[config.mk]
export PLATFORM = sky130hd
export DESIGN_NAME = rxcfd_top
export DESIGN_NICKNAME = d
export VERILOG_FILES = /design/src/rxcfd_pkg.sv /design/src/rxcfd_framer.sv /design/src/rxcfd_avs.sv /design/src/rxcfd_top.sv
export VERILOG_INCLUDE_DIRS = /design/src
export SDC_FILE = /design/constraint.sdc
export NUM_CORES = 1
export LEC_CHECK = 0
export BUFFER_PORTS_ARGS = -buffer_cell sky130_fd_sc_hd__buf_2
export CAP_MARGIN = 20
export CORE_MARGIN = 2
export CORE_UTILIZATION = 49
export CTS_BUF_LIST = sky130_fd_sc_hd__clkbuf_16
export DETAILED_ROUTE_END_ITERATION = 8
export HOLD_SLACK_MARGIN = 0.06
export PLACE_DENSITY_LB_ADDON = 0.2
export SYNTH_ARGS = -nofsm -noshare
export SYNTH_HDL_FRONTEND = slang
export SYNTH_SLANG_ARGS = --single-unit
[constraint.sdc]
create_clock -name mclk -period 3.2 [get_ports mclk]
set_clock_uncertainty 0.2 [all_clocks]
set_input_delay 0.64 -clock mclk [delete_from_list [all_inputs] [get_ports mclk]]
set_output_delay 0.64 -clock mclk [all_outputs]
set_load 0.005 [all_outputs]
[src/rxcfd_cfg.svh]
`ifndef RXCFD_CFG_SVH
`define RXCFD_CFG_SVH
// Framing patterns, ten bits, first received bit in bit 9
`define RXCFD_COMMA_POS      10'h0F8
`define RXCFD_COMMA_NEG      10'h304
`define RXCFD_COMMA_MASK     10'h3FC
`define RXCFD_K285_POS       10'h0FA
`define RXCFD_K285_NEG       10'h305
// Channel count and bit widths
`define RXCFD_CHANNELS       4
`define RXCFD_CHAR_BITS      10
// Transition monitor: six characters
`define RXCFD_NO_TRANS_BITS  60
// Multi-byte window and repeat counts
`define RXCFD_MB_SPAN_BITS   50
`define RXCFD_ALT_REPEATS    4
// Low-latency clock stretch limit, bit periods
`define RXCFD_MAX_STRETCH    2
// Re-enable settle time: 2 ms at 10 ns
`define RXCFD_SETTLE_NS      2000000
`define RXCFD_CLK_NS         10
`define RXCFD_SETTLE_CYC     (`RXCFD_SETTLE_NS / `RXCFD_CLK_NS)
// Range monitor relock period in clock cycles
`define RXCFD_RANGE_CHARS    4096
// Status codes
`define RXCFD_ST_DATA        3'h0
`define RXCFD_ST_SPECIAL     3'h1
`define RXCFD_ST_FRAMECHAR   3'h2
`define RXCFD_ST_BIST_OK     3'h4
`define RXCFD_ST_BIST_ERR    3'h5
`define RXCFD_ST_INVALID     3'h7
// Register map, word byte addresses
`define RXCFD_REG_CTRL0      8'h00
`define RXCFD_REG_STATUS     8'h10
`define RXCFD_CTRL_RESET     16'h0000
`endif

[src/rxcfd_pkg.sv]
package rxcfd_pkg;
  // Framer alignment modes
  typedef enum logic [1:0]
  {
    RXCFD_FM_LOWLAT = 2'h0,
    RXCFD_FM_ALT    = 2'h1,
    RXCFD_FM_MULTI  = 2'h2,
    RXCFD_FM_SPARE  = 2'h3
  } rxcfd_fmode_t;
endpackage : rxcfd_pkg

[src/rxcfd_framer.sv]
`timescale 1ns/1ns
`default_nettype none
`include "rxcfd_cfg.svh"
// One channel: framer plus decoder on one bit per cycle
module rxcfd_framer
  import rxcfd_pkg::*;
(
  input  wire logic        mclk,
  input  wire logic        resetn,
  input  wire logic        bit_en,
  input  wire logic        bit_in,
  input  wire logic        chan_en,
  input  wire logic        frm_en,
  input  wire logic        frm_char,
  input  wire logic [1:0]  frm_mode,
  input  wire logic        dec_n,
  input  wire logic        dec_tbl,
  input  wire logic        bist_en,
  output logic             char_stb,
  output logic [7:0]       char_data,
  output logic [2:0]       char_st,
  output logic             no_trans
);
  typedef struct packed
  {
    logic [9:0] sh;       // Shift register
    logic [3:0] pos;      // Bit position in character
    logic [3:0] hit_pos;  // Position of last candidate
    logic [5:0] gap;      // Bits since last candidate
    logic [2:0] reps;     // Consecutive candidates
    logic [6:0] idle;     // Bits without transition
    logic       last;     // Previous bit
    logic       stb;
    logic [7:0] dat;
    logic [2:0] st;
    logic [8:0] lfsr;     // Self-test generator
  } rxcfd_fr_t;
  rxcfd_fr_t cur_ff;
  rxcfd_fr_t nxt_s;
  logic [9:0] nsh;
  logic       is_comma;
  logic       is_k285;
  logic       hit;
  logic       bound;
  // Candidate detection on the shifted window
  always_comb
  begin
    nsh      = {cur_ff.sh[8:0], bit_in};
    is_comma = ((nsh & `RXCFD_COMMA_MASK) == `RXCFD_COMMA_POS)
             | ((nsh & `RXCFD_COMMA_MASK) == `RXCFD_COMMA_NEG);
    is_k285  = (nsh == `RXCFD_K285_POS) | (nsh == `RXCFD_K285_NEG);
    hit      = frm_char ? is_k285 : is_comma;
    bound    = (cur_ff.pos == 4'd9);
  end
  // Framing, decode and monitor
  always_comb
  begin
    nxt_s     = cur_ff;
    nxt_s.stb = 1'b0;
    if (!chan_en)
    begin
      nxt_s.idle = 7'd0;
    end
    else if (bit_en)
    begin
      nxt_s.sh   = nsh;
      nxt_s.last = bit_in;
      nxt_s.pos  = bound ? 4'd0 : cur_ff.pos + 4'd1;
      // Transition density monitor
      if (bit_in != cur_ff.last)
        nxt_s.idle = 7'd0;
      else if (cur_ff.idle <= 7'(`RXCFD_NO_TRANS_BITS))
        nxt_s.idle = cur_ff.idle + 7'd1;
      if (cur_ff.gap != 6'h3F)
        nxt_s.gap = cur_ff.gap + 6'd1;
      // Boundary update only when enabled
      if (hit && frm_en)
      begin
        case (frm_mode)
          RXCFD_FM_LOWLAT:
          begin
            // Align at once on first detection
            nxt_s.pos = 4'd0;
          end
          RXCFD_FM_ALT:
          begin
            // Need four back-to-back on same phase
            if (nxt_s.pos == cur_ff.hit_pos && cur_ff.gap == 6'd9)
              nxt_s.reps = (cur_ff.reps == 3'd7) ? 3'd7 : cur_ff.reps + 3'd1;
            else
              nxt_s.reps = 3'd1;
            if (nxt_s.reps >= 3'(`RXCFD_ALT_REPEATS))
              nxt_s.pos = 4'd0;
          end
          default:
          begin
            // Two hits within span on same phase; spare code acts alike
            if (nxt_s.pos == cur_ff.hit_pos
                && cur_ff.gap < 6'(`RXCFD_MB_SPAN_BITS))
              nxt_s.pos = 4'd0;
          end
        endcase
        // Phase kept in the frame that follows, so a realign resets it
        nxt_s.hit_pos = nxt_s.pos;
        nxt_s.gap     = 6'd0;
      end
      // Character complete
      if (nxt_s.pos == 4'd0)
      begin
        nxt_s.stb = 1'b1;
        if (!dec_n)
        begin
          // Raw character onto data and two status lines
          nxt_s.dat = nsh[7:0];
          nxt_s.st  = {hit, nsh[9:8]};
        end
        else if (bist_en)
        begin
          // Compare against the local generator
          nxt_s.dat  = cur_ff.lfsr[7:0];
          nxt_s.st   = (nsh[7:0] == cur_ff.lfsr[7:0]) ?
                       `RXCFD_ST_BIST_OK : `RXCFD_ST_BIST_ERR;
          nxt_s.lfsr = {cur_ff.lfsr[7:0], cur_ff.lfsr[8] ^ cur_ff.lfsr[4]};
        end
        else
        begin
          // Decode: low byte kept, special codes flagged
          nxt_s.dat = nsh[7:0];
          if (is_k285)
          begin
            nxt_s.dat = dec_tbl ? 8'hBC : 8'h05;
            nxt_s.st  = `RXCFD_ST_FRAMECHAR;
          end
          else if (nsh == 10'h000 || nsh == 10'h3FF)
            nxt_s.st = `RXCFD_ST_INVALID;
          else if (is_comma)
            nxt_s.st = `RXCFD_ST_SPECIAL;
          else
            nxt_s.st = `RXCFD_ST_DATA;
        end
      end
    end
  end
  // State register
  always_ff @(posedge mclk or negedge resetn)
  begin
    if (!resetn)
    begin
      cur_ff      <= '0;
      cur_ff.lfsr <= 9'h1FF;
    end
    else
      cur_ff <= nxt_s;
  end
  assign char_stb  = cur_ff.stb;
  assign char_data = cur_ff.dat;
  assign char_st   = cur_ff.st;
  assign no_trans  = cur_ff.idle > 7'(`RXCFD_NO_TRANS_BITS);
  // Disabled framer never moves the boundary
  frame_hold_a: assert property (@(posedge mclk) disable iff (!resetn)
    (bit_en && chan_en && !frm_en && cur_ff.pos != 4'd9)
    |=> cur_ff.pos == $past(cur_ff.pos) + 4'd1)
    else $error("boundary moved while framer off");
  // Low latency aligns on first hit
  lowlat_align_a: assert property (@(posedge mclk) disable iff (!resetn)
    (bit_en && chan_en && frm_en && hit && frm_mode == 2'h0)
    |=> cur_ff.pos == 4'd0 && cur_ff.stb)
    else $error("low latency did not align");
  // Idle flag after sixty flat bits
  trans_mon_a: assert property (@(posedge mclk) disable iff (!resetn)
    (bit_en && chan_en && bit_in == cur_ff.last && cur_ff.idle == 7'd60) |=> no_trans)
    else $error("no transition flag missing");
endmodule : rxcfd_framer
`default_nettype wire

[src/rxcfd_avs.sv]
`timescale 1ns/1ns
`default_nettype none
`include "rxcfd_cfg.svh"
// Avalon-MM slave: one control word per channel, one status word
module rxcfd_avs
(
  input  wire logic        mclk,
  input  wire logic        resetn,
  input  wire logic [7:0]  avs_address,
  input  wire logic        avs_read,
  input  wire logic        avs_write,
  input  wire logic [31:0] avs_writedata,
  input  wire logic [3:0]  avs_byteenable,
  input  wire logic [31:0] status_word,
  output logic [31:0]      avs_readdata,
  output logic             avs_waitrequest,
  output logic [63:0]      ctrl_words
);
  typedef struct packed
  {
    logic [3:0][15:0] ctrl;  // Per channel control
    logic [31:0]      rdata; // Read data
    logic             done;  // Answer phase
  } rxcfd_avs_t;
  rxcfd_avs_t cur_ff;
  rxcfd_avs_t nxt_s;
  logic [1:0] idx;
  // Decode and one-wait-state answer
  always_comb
  begin
    nxt_s      = cur_ff;
    idx        = avs_address[3:2];
    nxt_s.done = (avs_read | avs_write) & ~cur_ff.done;
    if ((avs_read | avs_write) && !cur_ff.done)
    begin
      nxt_s.rdata = 32'h0000_0000;
      if (avs_address < `RXCFD_REG_STATUS && avs_address[1:0] == 2'b00)
      begin
        nxt_s.rdata = {16'h0000, cur_ff.ctrl[idx]};
        if (avs_write && avs_byteenable[0])
          nxt_s.ctrl[idx][7:0] = avs_writedata[7:0];
        if (avs_write && avs_byteenable[1])
          nxt_s.ctrl[idx][15:8] = avs_writedata[15:8];
      end
      else if (avs_address == `RXCFD_REG_STATUS)
        nxt_s.rdata = status_word;
    end
  end
  // Registers
  always_ff @(posedge mclk or negedge resetn)
  begin
    if (!resetn)
      cur_ff <= '0;
    else
      cur_ff <= nxt_s;
  end
  assign avs_readdata    = cur_ff.rdata;
  assign avs_waitrequest = ~cur_ff.done;
  assign ctrl_words      = cur_ff.ctrl;
endmodule : rxcfd_avs
`default_nettype wire

[src/rxcfd_top.sv]
`timescale 1ns/1ns
`default_nettype none
`include "rxcfd_cfg.svh"
// Behaviour
// - four channels, each with own power enable
// - disabled channel reports link fault constantly
// - out of range, track reference then relock
// - framer searches every bit position
// - select comma or full K28.5 pattern
// - framer disabled keeps boundary unchanged
// - low latency aligns on first detection
// - low latency output within nine characters
// - mode 10 needs two hits within 50 bits
// - mode 01 needs four consecutive hits
// - status 000 data, 001 special
// - bypass passes raw ten-bit character
// - decoder enabled decodes to eight bits
// - table select picks special mapping
// - decoder compares self-test pattern
// - fault after sixty bits without transition
// - fault low while tracking reference
module rxcfd_top
  import rxcfd_pkg::*;
#(
  parameter int unsigned CHANNELS    = `RXCFD_CHANNELS,
  parameter int unsigned RANGE_CHARS = `RXCFD_RANGE_CHARS
)
(
  input  wire logic                mclk,
  input  wire logic                resetn,
  input  wire logic [7:0]          avs_address,
  input  wire logic                avs_read,
  input  wire logic                avs_write,
  input  wire logic [31:0]         avs_writedata,
  input  wire logic [3:0]          avs_byteenable,
  output logic [31:0]              avs_readdata,
  output logic                     avs_waitrequest,
  input  wire logic [CHANNELS-1:0] line_input_primary,
  input  wire logic [CHANNELS-1:0] line_input_secondary,
  input  wire logic [CHANNELS-1:0] line_bit_valid,
  input  wire logic [CHANNELS-1:0] rate_out_of_range,
  output logic [CHANNELS-1:0]      link_fault_indicator_n,
  output logic [CHANNELS-1:0]      char_valid,
  output logic [CHANNELS*8-1:0]    rx_data_bits,
  output logic [CHANNELS*3-1:0]    rx_status_bits,
  output logic [CHANNELS-1:0]      tracking_reference
);
  // Control word per channel:
  // [0] power enable, [1] framer enable, [2] framing char select,
  // [4:3] framer mode, [5] decoder bypass_n, [6] table select,
  // [7] line input select, [8] self-test enable
  logic [63:0]            ctrl;
  logic [CHANNELS-1:0]    stb;
  logic [CHANNELS*8-1:0]  dat;
  logic [CHANNELS*3-1:0]  st;
  logic [CHANNELS-1:0]    flat;
  typedef struct packed
  {
    logic [3:0]       lfi_n;   // Link fault, active low
    logic [3:0]       trk;     // Tracking reference
    logic [3:0][11:0] rng;     // Range relock counter
    logic [3:0]       vld;
    logic [31:0]      rxd;
    logic [11:0]      rxs;
  } rxcfd_top_t;
  rxcfd_top_t cur_ff;
  rxcfd_top_t nxt_s;

  // Register slave
  rxcfd_avs u_avs
  (
    .mclk            (mclk),
    .resetn          (resetn),
    .avs_address     (avs_address),
    .avs_read        (avs_read),
    .avs_write       (avs_write),
    .avs_writedata   (avs_writedata),
    .avs_byteenable  (avs_byteenable),
    .status_word     ({16'h0000, cur_ff.trk, flat, cur_ff.lfi_n, cur_ff.vld}),
    .avs_readdata    (avs_readdata),
    .avs_waitrequest (avs_waitrequest),
    .ctrl_words      (ctrl)
  );

  // One framer per channel
  genvar g;
  generate
    for (g = 0; g < CHANNELS; g++)
    begin : g_ch
      rxcfd_framer u_fr
      (
        .mclk      (mclk),
        .resetn    (resetn),
        .bit_en    (line_bit_valid[g] & ctrl[16*g] & ~cur_ff.trk[g]),
        .bit_in    (ctrl[16*g+7] ? line_input_secondary[g]
                                 : line_input_primary[g]),
        .chan_en   (ctrl[16*g]),
        .frm_en    (ctrl[16*g+1]),
        .frm_char  (ctrl[16*g+2]),
        .frm_mode  (ctrl[16*g+4 -: 2]),
        .dec_n     (ctrl[16*g+5]),
        .dec_tbl   (ctrl[16*g+6]),
        .bist_en   (ctrl[16*g+8]),
        .char_stb  (stb[g]),
        .char_data (dat[8*g +: 8]),
        .char_st   (st[3*g +: 3]),
        .no_trans  (flat[g])
      );
    end
  endgenerate

  // Fault, range tracking and output register
  always_comb
  begin
    nxt_s = cur_ff;
    for (int c = 0; c < CHANNELS; c++)
    begin
      // Range monitor: track reference for a relock period
      if (!ctrl[16*c])
      begin
        nxt_s.trk[c] = 1'b0;
        nxt_s.rng[c] = 12'd0;
      end
      else if (cur_ff.trk[c])
      begin
        nxt_s.rng[c] = cur_ff.rng[c] + 12'd1;
        if (cur_ff.rng[c] == 12'(RANGE_CHARS - 1))
          nxt_s.trk[c] = 1'b0;
      end
      else if (rate_out_of_range[c])
      begin
        nxt_s.trk[c] = 1'b1;
        nxt_s.rng[c] = 12'd0;
      end
      // Fault low when disabled, tracking or flat
      nxt_s.lfi_n[c] = ctrl[16*c] & ~nxt_s.trk[c] & ~flat[c];
      nxt_s.vld[c]   = stb[c];
      if (stb[c])
      begin
        nxt_s.rxd[8*c +: 8] = dat[8*c +: 8];
        nxt_s.rxs[3*c +: 3] = st[3*c +: 3];
      end
    end
  end

  // State register
  always_ff @(posedge mclk or negedge resetn)
  begin
    if (!resetn)
      cur_ff <= '0;
    else
      cur_ff <= nxt_s;
  end

  assign link_fault_indicator_n = cur_ff.lfi_n;
  assign tracking_reference     = cur_ff.trk;
  assign char_valid             = cur_ff.vld;
  assign rx_data_bits           = cur_ff.rxd;
  assign rx_status_bits         = cur_ff.rxs;

  // Disabled channel shows fault one cycle later
  disabled_fault_a: assert property (@(posedge mclk) disable iff (!resetn)
    !ctrl[0] |=> !link_fault_indicator_n[0])
    else $error("disabled channel without fault");
  // Tracking forces fault low
  track_fault_a: assert property (@(posedge mclk) disable iff (!resetn)
    tracking_reference[0] |-> !link_fault_indicator_n[0])
    else $error("fault high while tracking");
  // Out of range starts tracking next cycle
  range_track_a: assert property (@(posedge mclk) disable iff (!resetn)
    (ctrl[0] && !cur_ff.trk[0] && rate_out_of_range[0]) |=> tracking_reference[0])
    else $error("tracking not started");
  // Output follows framer strobe
  out_follow_a: assert property (@(posedge mclk) disable iff (!resetn)
    stb[0] |=> char_valid[0] && rx_status_bits[2:0] == $past(st[2:0]))
    else $error("character not presented");
  // Power enable gates channel fault clear
  power_gate_a: assert property (@(posedge mclk) disable iff (!resetn)
    link_fault_indicator_n[0] |-> $past(ctrl[0]))
    else $error("fault clear on disabled channel");
endmodule : rxcfd_top
`default_nettype wire

==> flow_summary.toml, run 1 <==
[global_routing]
grt_pass1_wl_mm = 75.9
overflow = 0
grt_max_degree = 76
antenna_found_initial = 12
grt_usage_pct = 21.6
grt_pass1_vias = 14500

[logic_synthesis]
synthesis.area_um2 = 20500
synth_cell_types = 81
synth-simple-area-share_pct = 14.0
async_flop_share_pct = 100
synth.area.mux_share_pct = 12.4
synth_commonest_cells = "365 x dfrtp_1, 240 x nand2_1, 185 x mux2_2"
yosys-top-cells-area = "dfrtp_1 44%, mux2_2 10%, dfstp_2 4.6%, nand2_1 4.4%, o21ai_0 3.7%"
synth_edf_count = 0
synth.top_cell.area_share_pct = 44.5
synth_top_family_by_area = "simple AND/OR/NAND/NOR gates"
synth_xor_area_share_pct = 3.84
ys.flop_type = "dfrtp_1"
synth_warnings = 0
synth_top_area_cell = "dfrtp_1"
yosysMostFrequentCell = "dfrtp_1"
avgSynthCellArea_um2 = 10.5
synth_compound_area_share_pct = 12.5
ys_ff_latch = 401
synth_fa_ha_area_share_pct = 2.44
yosysSeqAreaShare_pct = 49.1
syn_inst = 1957

[run_status]
status = "finished, final reports clean"

[cts]
post_cts_buffers = 0
cts_buffers = 44
cts-root-buf = "clkbuf_16"
cts_tree = "built"
cts_num_sinks = 401
cts_buffer_depth = 3
htree_levels = 2
clk_pin_slew_ns = 0.06
clock_latency_ns = 0.58

[timing]
fin_hold_ws_ns = 0.146
setup_ws_ns = 0.166
setup_viol = 0
hold_violations = 0
period_needed_ns = 3.03
fin_setup_tns_ns = 0
drv_slew = 0
clock.fmax_mhz = 330
rsz0062_at_grt = "false"
fin_crit_sh_pct = 94.8
tightest_slew_ns = 0.702
relSlewSlack_pct = 52.9

[setup_path]
required_ns = 3.48
crit_path_cell_trace = "or3_1 > a311o_1 > a2bb2oi_1 > o211ai_1 > a22oi_4 > a32oi_2 > buf_4 > nor3_4 > mux2_2"
endpoint_kind = "register"
worstSetupPathType = "reg -> reg"
crit_path_top_delay_cell = "dfrtp_1"
cp_num_buf_inv = 1
critical_path_arrival_ns = 3.32
crit_path_start_kind = "register"
cpLargestDelayFamily = "compound AO/OA/AOI/OAI gates"
critPathMaxStageDelay_ns = 0.44
critPathMaxFanout = 9

[detailed_routing]
dr.pass1.iters = 5
vias = 14700
drc = 0
avgRoutedWirePerCell_um = 17.6
wl_mm = 46.4
vias_per_cell = 5.57
drtIter0Drc = 1038
ant_nets = 0

[placed_design]
hpwlAfterDp_mm = 33.4
dp.cells = 2552
detailedPlace.worstSlack_ns = 0.0885
gp_congestion = 0.906
place_area_um2 = 21600
place.port_buffers = 118

[power]
cellLeakagePower_nw = 11.1
ir_drop_mv = 0.370
cellPowerDensity_nw_per_um2 = 464
total_power_mw = 10.7

[die]
core.rowCount = 75
die_h_um = 209
dieArea_um2 = 43600
start_util_pct = 49.3
core_area_um2 = 41700
die_w_um = 209
pin_count = 153

[cells_and_area]
fin_nets = 2164
area_delta_synth_final_pct = 12.0
drive_above_1_share_pct = 24.9
num-fill-cells = 3649
final_util_pct = 55.2
fin_area_um2 = 23000
seqCellArea_um2 = 10100
multi_input_area_um2 = 9390
finalNonFillerCells = 2642

[run]
drv_cap = 0

[min_path]
worstHoldPathType = "in -> reg"
-- path summary, 6_finish.rpt --
check,startpoint,endpoint,slack [ns],depth (start not counted)
worst max-delay path,g_ch[0].u_fr.cur_ff[40]$_DFFE_PN0P_,g_ch[0].u_fr.cur_ff[1]$_DFFE_PN1P_,0.17,9
worst min register to register,u_avs.avs_readdata[1]$_DFFE_PN0P_,u_avs.avs_readdata[1]$_DFFE_PN0P_,0.28,2
worst min-delay path,avs_writedata[6],u_avs.ctrl_words[22]$_DFFE_PN0P_,0.15,2
min in group asynchronous,resetn,cur_ff[81]$_DFFE_PN0P_,0.45,2
max in group asynchronous,resetn,rx_data_bits[23]$_DFFE_PN0P_,1.45,3
worst max register to register,g_ch[0].u_fr.cur_ff[40]$_DFFE_PN0P_,g_ch[0].u_fr.cur_ff[1]$_DFFE_PN1P_,0.17,9
-- cell usage in the layout (no fill, tap or decap), types with 42 or more instances in the layout --
master	netlist	final
clkbuf_16	0	45
buf_2	5	117
and3_1	50	50
o21ai_0	152	152
a21oi_1	49	49
nand3_1	42	42
xor2_1	49	49
mux2_2	185	185
nand2_1	240	240
inv_1	58	74
buf_4	90	71
nor2_1	131	130
dfrtp_1	365	365
-- per-layer routing --
| metal | vias to the layer above | wire length, um | GRT usage, % |
|---|---|---|---|
| met5 | - | 67 | 0 |
| met4 | 12 | 1360 | 7.04 |
| met3 | 96 | 2520 | 5.03 |
| met2 | 291 | 21500 | 34.5 |
| met1 | 7249 | 20900 | 29.2 |
| li1 | 7078 | - | - |
-- area by class of cell --
cell class / instances / area share [%]
clock inverter: 37 / 0.903
antenna: 7 / 0.0761
sequential: 401 / 43.8
clock buffer: 45 / 4.89
inverter: 58 / 0.946
timing repair buffer: 198 / 5.67
tap: 539 / 2.93
multi-input combinational: 1357 / 40.8
-- repair_timing --
action / 4_1_cts / 5_1_grt
hold buffers: 1 / 0
hold endpoints to repair: 64 / 0
resized for setup: 0 / 2
endpoints found under the setup margin: 0 / 21
-- where the power goes --
group          switching [mW]  internal [mW]  total [mW]
combinational           0.402          0.263       0.665
clock                    2.03           2.70        4.73
sequential              0.123           5.15        5.28
-- cell families (layout without fill, tap and decap cells) --
| family | count (synthesis) | count (layout) |
|---|---|---|
| fa+ha+maj | 40 | 40 |
| mux | 212 | 212 |
| buf+inv | 214 | 338 |
| flops | 401 | 401 |
| other cells | 1 | 23 |
| compound gates | 390 | 390 |
| simple gates | 609 | 609 |
| xor+xnor | 90 | 90 |
-- flip-flops by register name, indices dropped and copies added, names as in the netlist, 12 cells and up --
name / count
g_ch.u_fr.char_data: 32
g_ch.u_fr.cur_ff: 168
rx_data_bits: 32
cur_ff: 48
u_avs.ctrl_words: 64
rx_status_bits: 12
g_ch.u_fr.char_st: 12
u_avs.avs_readdata: 16
No activity file was read; power rests on OpenSTA's default activity.
==> run 2: changes to the inputs <==
--- a/config.mk
+++ b/config.mk
@@ -10,7 +10,7 @@
 export CAP_MARGIN = 20
 export CORE_MARGIN = 2
 export CORE_UTILIZATION = 49
-export CTS_BUF_LIST = sky130_fd_sc_hd__clkbuf_16
+export CTS_BUF_LIST = sky130_fd_sc_hd__clkbuf_4 sky130_fd_sc_hd__clkbuf_8
 export DETAILED_ROUTE_END_ITERATION = 8
 export HOLD_SLACK_MARGIN = 0.06
 export PLACE_DENSITY_LB_ADDON = 0.2
==> run 2 against run 1 <==
Design area grew 0.90%. Register-to-register slack hardly changed. Critical path depth stayed put. Largest power group unchanged. Highest routed layer unchanged. Count of clock-buffer cells in the layout increased by 75. Core utilization is 0.50 points higher.
==> flow_summary.toml, run 2 (synthesis results as in run 1) <==
[run_status]
status = "finished, final reports clean"

[cells_and_area]
num-fill-cells = 3652
drive_above_1_share_pct = 27.8
area_delta_synth_final_pct = 13.0
finalNonFillerCells = 2691
fin_area_um2 = 23200
final_common_cell = "dfrtp_1"
regMostFlops = "g_ch.u_fr.cur_ff"
largest_reg_flops = 168
final_cell_mix = "365 x dfrtp_1, 240 x nand2_1, 185 x mux2_2"
fin_nets = 2194

[global_routing]
grt_pass1_wl_mm = 76.7
overflow = 0
grt_usage_pct = 21.8
antenna_found_initial = 8
grt_max_degree = 76
grt_pass1_vias = 14800

[timing]
relSlewSlack_pct = 51.1
rsz0062_at_grt = "false"
clock.fmax_mhz = 331
tightest_slew_ns = 0.728
fin_crit_sh_pct = 94.4
hold_violations = 0
drv_slew = 0
period_needed_ns = 3.02
setup_viol = 0
fin_setup_tns_ns = 0

[setup_path]
worstSetupPathType = "reg -> reg"
critPathMaxStageDelay_ns = 0.44
r2r_start = "g_ch[0].u_fr.cur_ff[40]$_DFFE_PN0P_"
crit_path_cell_trace = "or3_1 > a311o_1 > a2bb2oi_1 > o211ai_1 > a22oi_4 > a32oi_2 > buf_4 > nor3_4 > mux2_2"
required_ns = 3.52
cp_num_buf_inv = 1
crit_path_start_kind = "register"
critPathMaxFanout = 9
crit_path_top_delay_cell = "dfrtp_1"
reg2reg_setup_slack_ns = 0.18
critical_path_arrival_ns = 3.33
endpoint_kind = "register"
cpLargestDelayFamily = "compound AO/OA/AOI/OAI gates"
cp-startpoint = "g_ch[0].u_fr.cur_ff[40]$_DFFE_PN0P_"

[cts]
cts_buffers = 72
cts-root-buf = "clkbuf_8"
cts_num_sinks = 401
cts_tree = "built"
clock_latency_ns = 0.61
htree_levels = 3
clk_pin_slew_ns = 0.06
cts_buffer_depth = 3

[power]
ir_drop_mv = 0.427
cellLeakagePower_nw = 11.2
swShare_pct = 24.0
p_switching_mw = 2.63
cellPowerDensity_nw_per_um2 = 472
total_power_mw = 11.0
internal_power_mw = 8.32
combPwrFrac_pct = 6.1
seqPwrFrac_pct = 48.2
clock_power_share_pct = 45.7

[die]
start_util_pct = 49.3
core_area_um2 = 41700
die_h_um = 209
core.rowCount = 75
die_w_um = 209
dieArea_um2 = 43600
pin_count = 153

[detailed_routing]
drtIter0Drc = 949
dr.pass1.iters = 5
vias_per_cell = 5.54
vias = 14900
wl_mm = 46.8
drc = 0
ant_nets = 0
avgRoutedWirePerCell_um = 17.4

[min_path]
worstHoldStart = "avs_writedata[13]"
worstHoldPathType = "in -> reg"

[placed_design]
place.port_buffers = 118
gp_congestion = 0.906
hpwlAfterDp_mm = 33.4
dp.cells = 2552
place_area_um2 = 21600

[run]
drv_cap = 0
## run 2: final timing paths
check | to | cells past startpoint
setup / recovery | g_ch[0].u_fr.cur_ff[7]$_DFFE_PN1P_ | 9
hold / removal | u_avs.ctrl_words[45]$_DFFE_PN0P_ | 2
setup reg to reg | g_ch[0].u_fr.cur_ff[7]$_DFFE_PN1P_ | 9
hold reg to reg | u_avs.avs_readdata[1]$_DFFE_PN0P_ | 2
max in group asynchronous | g_ch[2].u_fr.char_data[0]$_DFFE_PN0P_ | 3
min in group asynchronous | g_ch[0].u_fr.cur_ff[32]$_DFFE_PN0P_ | 2
## run 2: metal layers
metal  up-vias  share of wire (%)  track usage (%)
met5         -              0.098                0
met4         8                2.8             8.30
met3        83                5.5             4.70
met2       325                 46             34.6
met1      7336                 45             29.4
li1       7149                  -                -
## run 2: cell type report
cell class | count | area (um2) | share of cell area, %
inverters | 58 | 218 | 0.938
well taps | 539 | 674 | 2.90
clock inverters | 9 | 51.3 | 0.221
multi-input cells | 1357 | 9380 | 40.4
clock buffers | 120 | 1480 | 6.36
diodes | 7 | 17.5 | 0.0754
flip-flops and latches | 401 | 10100 | 43.4
repair buffers | 200 | 1320 | 5.70
## run 2: what timing repair did
| item | in CTS | in global routing |
|---|---|---|
| hold endpoints to repair | 69 | 0 |
| setup endpoints to repair | 0 | 8 |
| hold buffers | 3 | 0 |
| gates resized for setup | 0 | 1 |
| setup buffers | 0 | 0 |
## run 2: power groups by stage
stage / Clock (mW) / Sequential, mW / Combinational, mW
after floorplan: 0 / 5.31 / 0.416
after global placement: 0 / 5.36 / 0.655
after detailed placement: 0 / 5.36 / 0.668
after CTS: 5.16 / 5.27 / 0.675
after global routing: 5.39 / 5.29 / 0.761
final: 5.01 / 5.28 / 0.665
## run 2: through the flow
step	utilization (%)	hold WS, ns	setup WS, ns
after CTS	55.7	0.0616	0.0866
after detailed placement	51.9	0.270	0.0885
after floorplan	-	0.144	0.0128
after global routing	55.7	0.0818	0.00203
final	55.7	0.102	0.181
after global placement	51.9	0.265	0.132
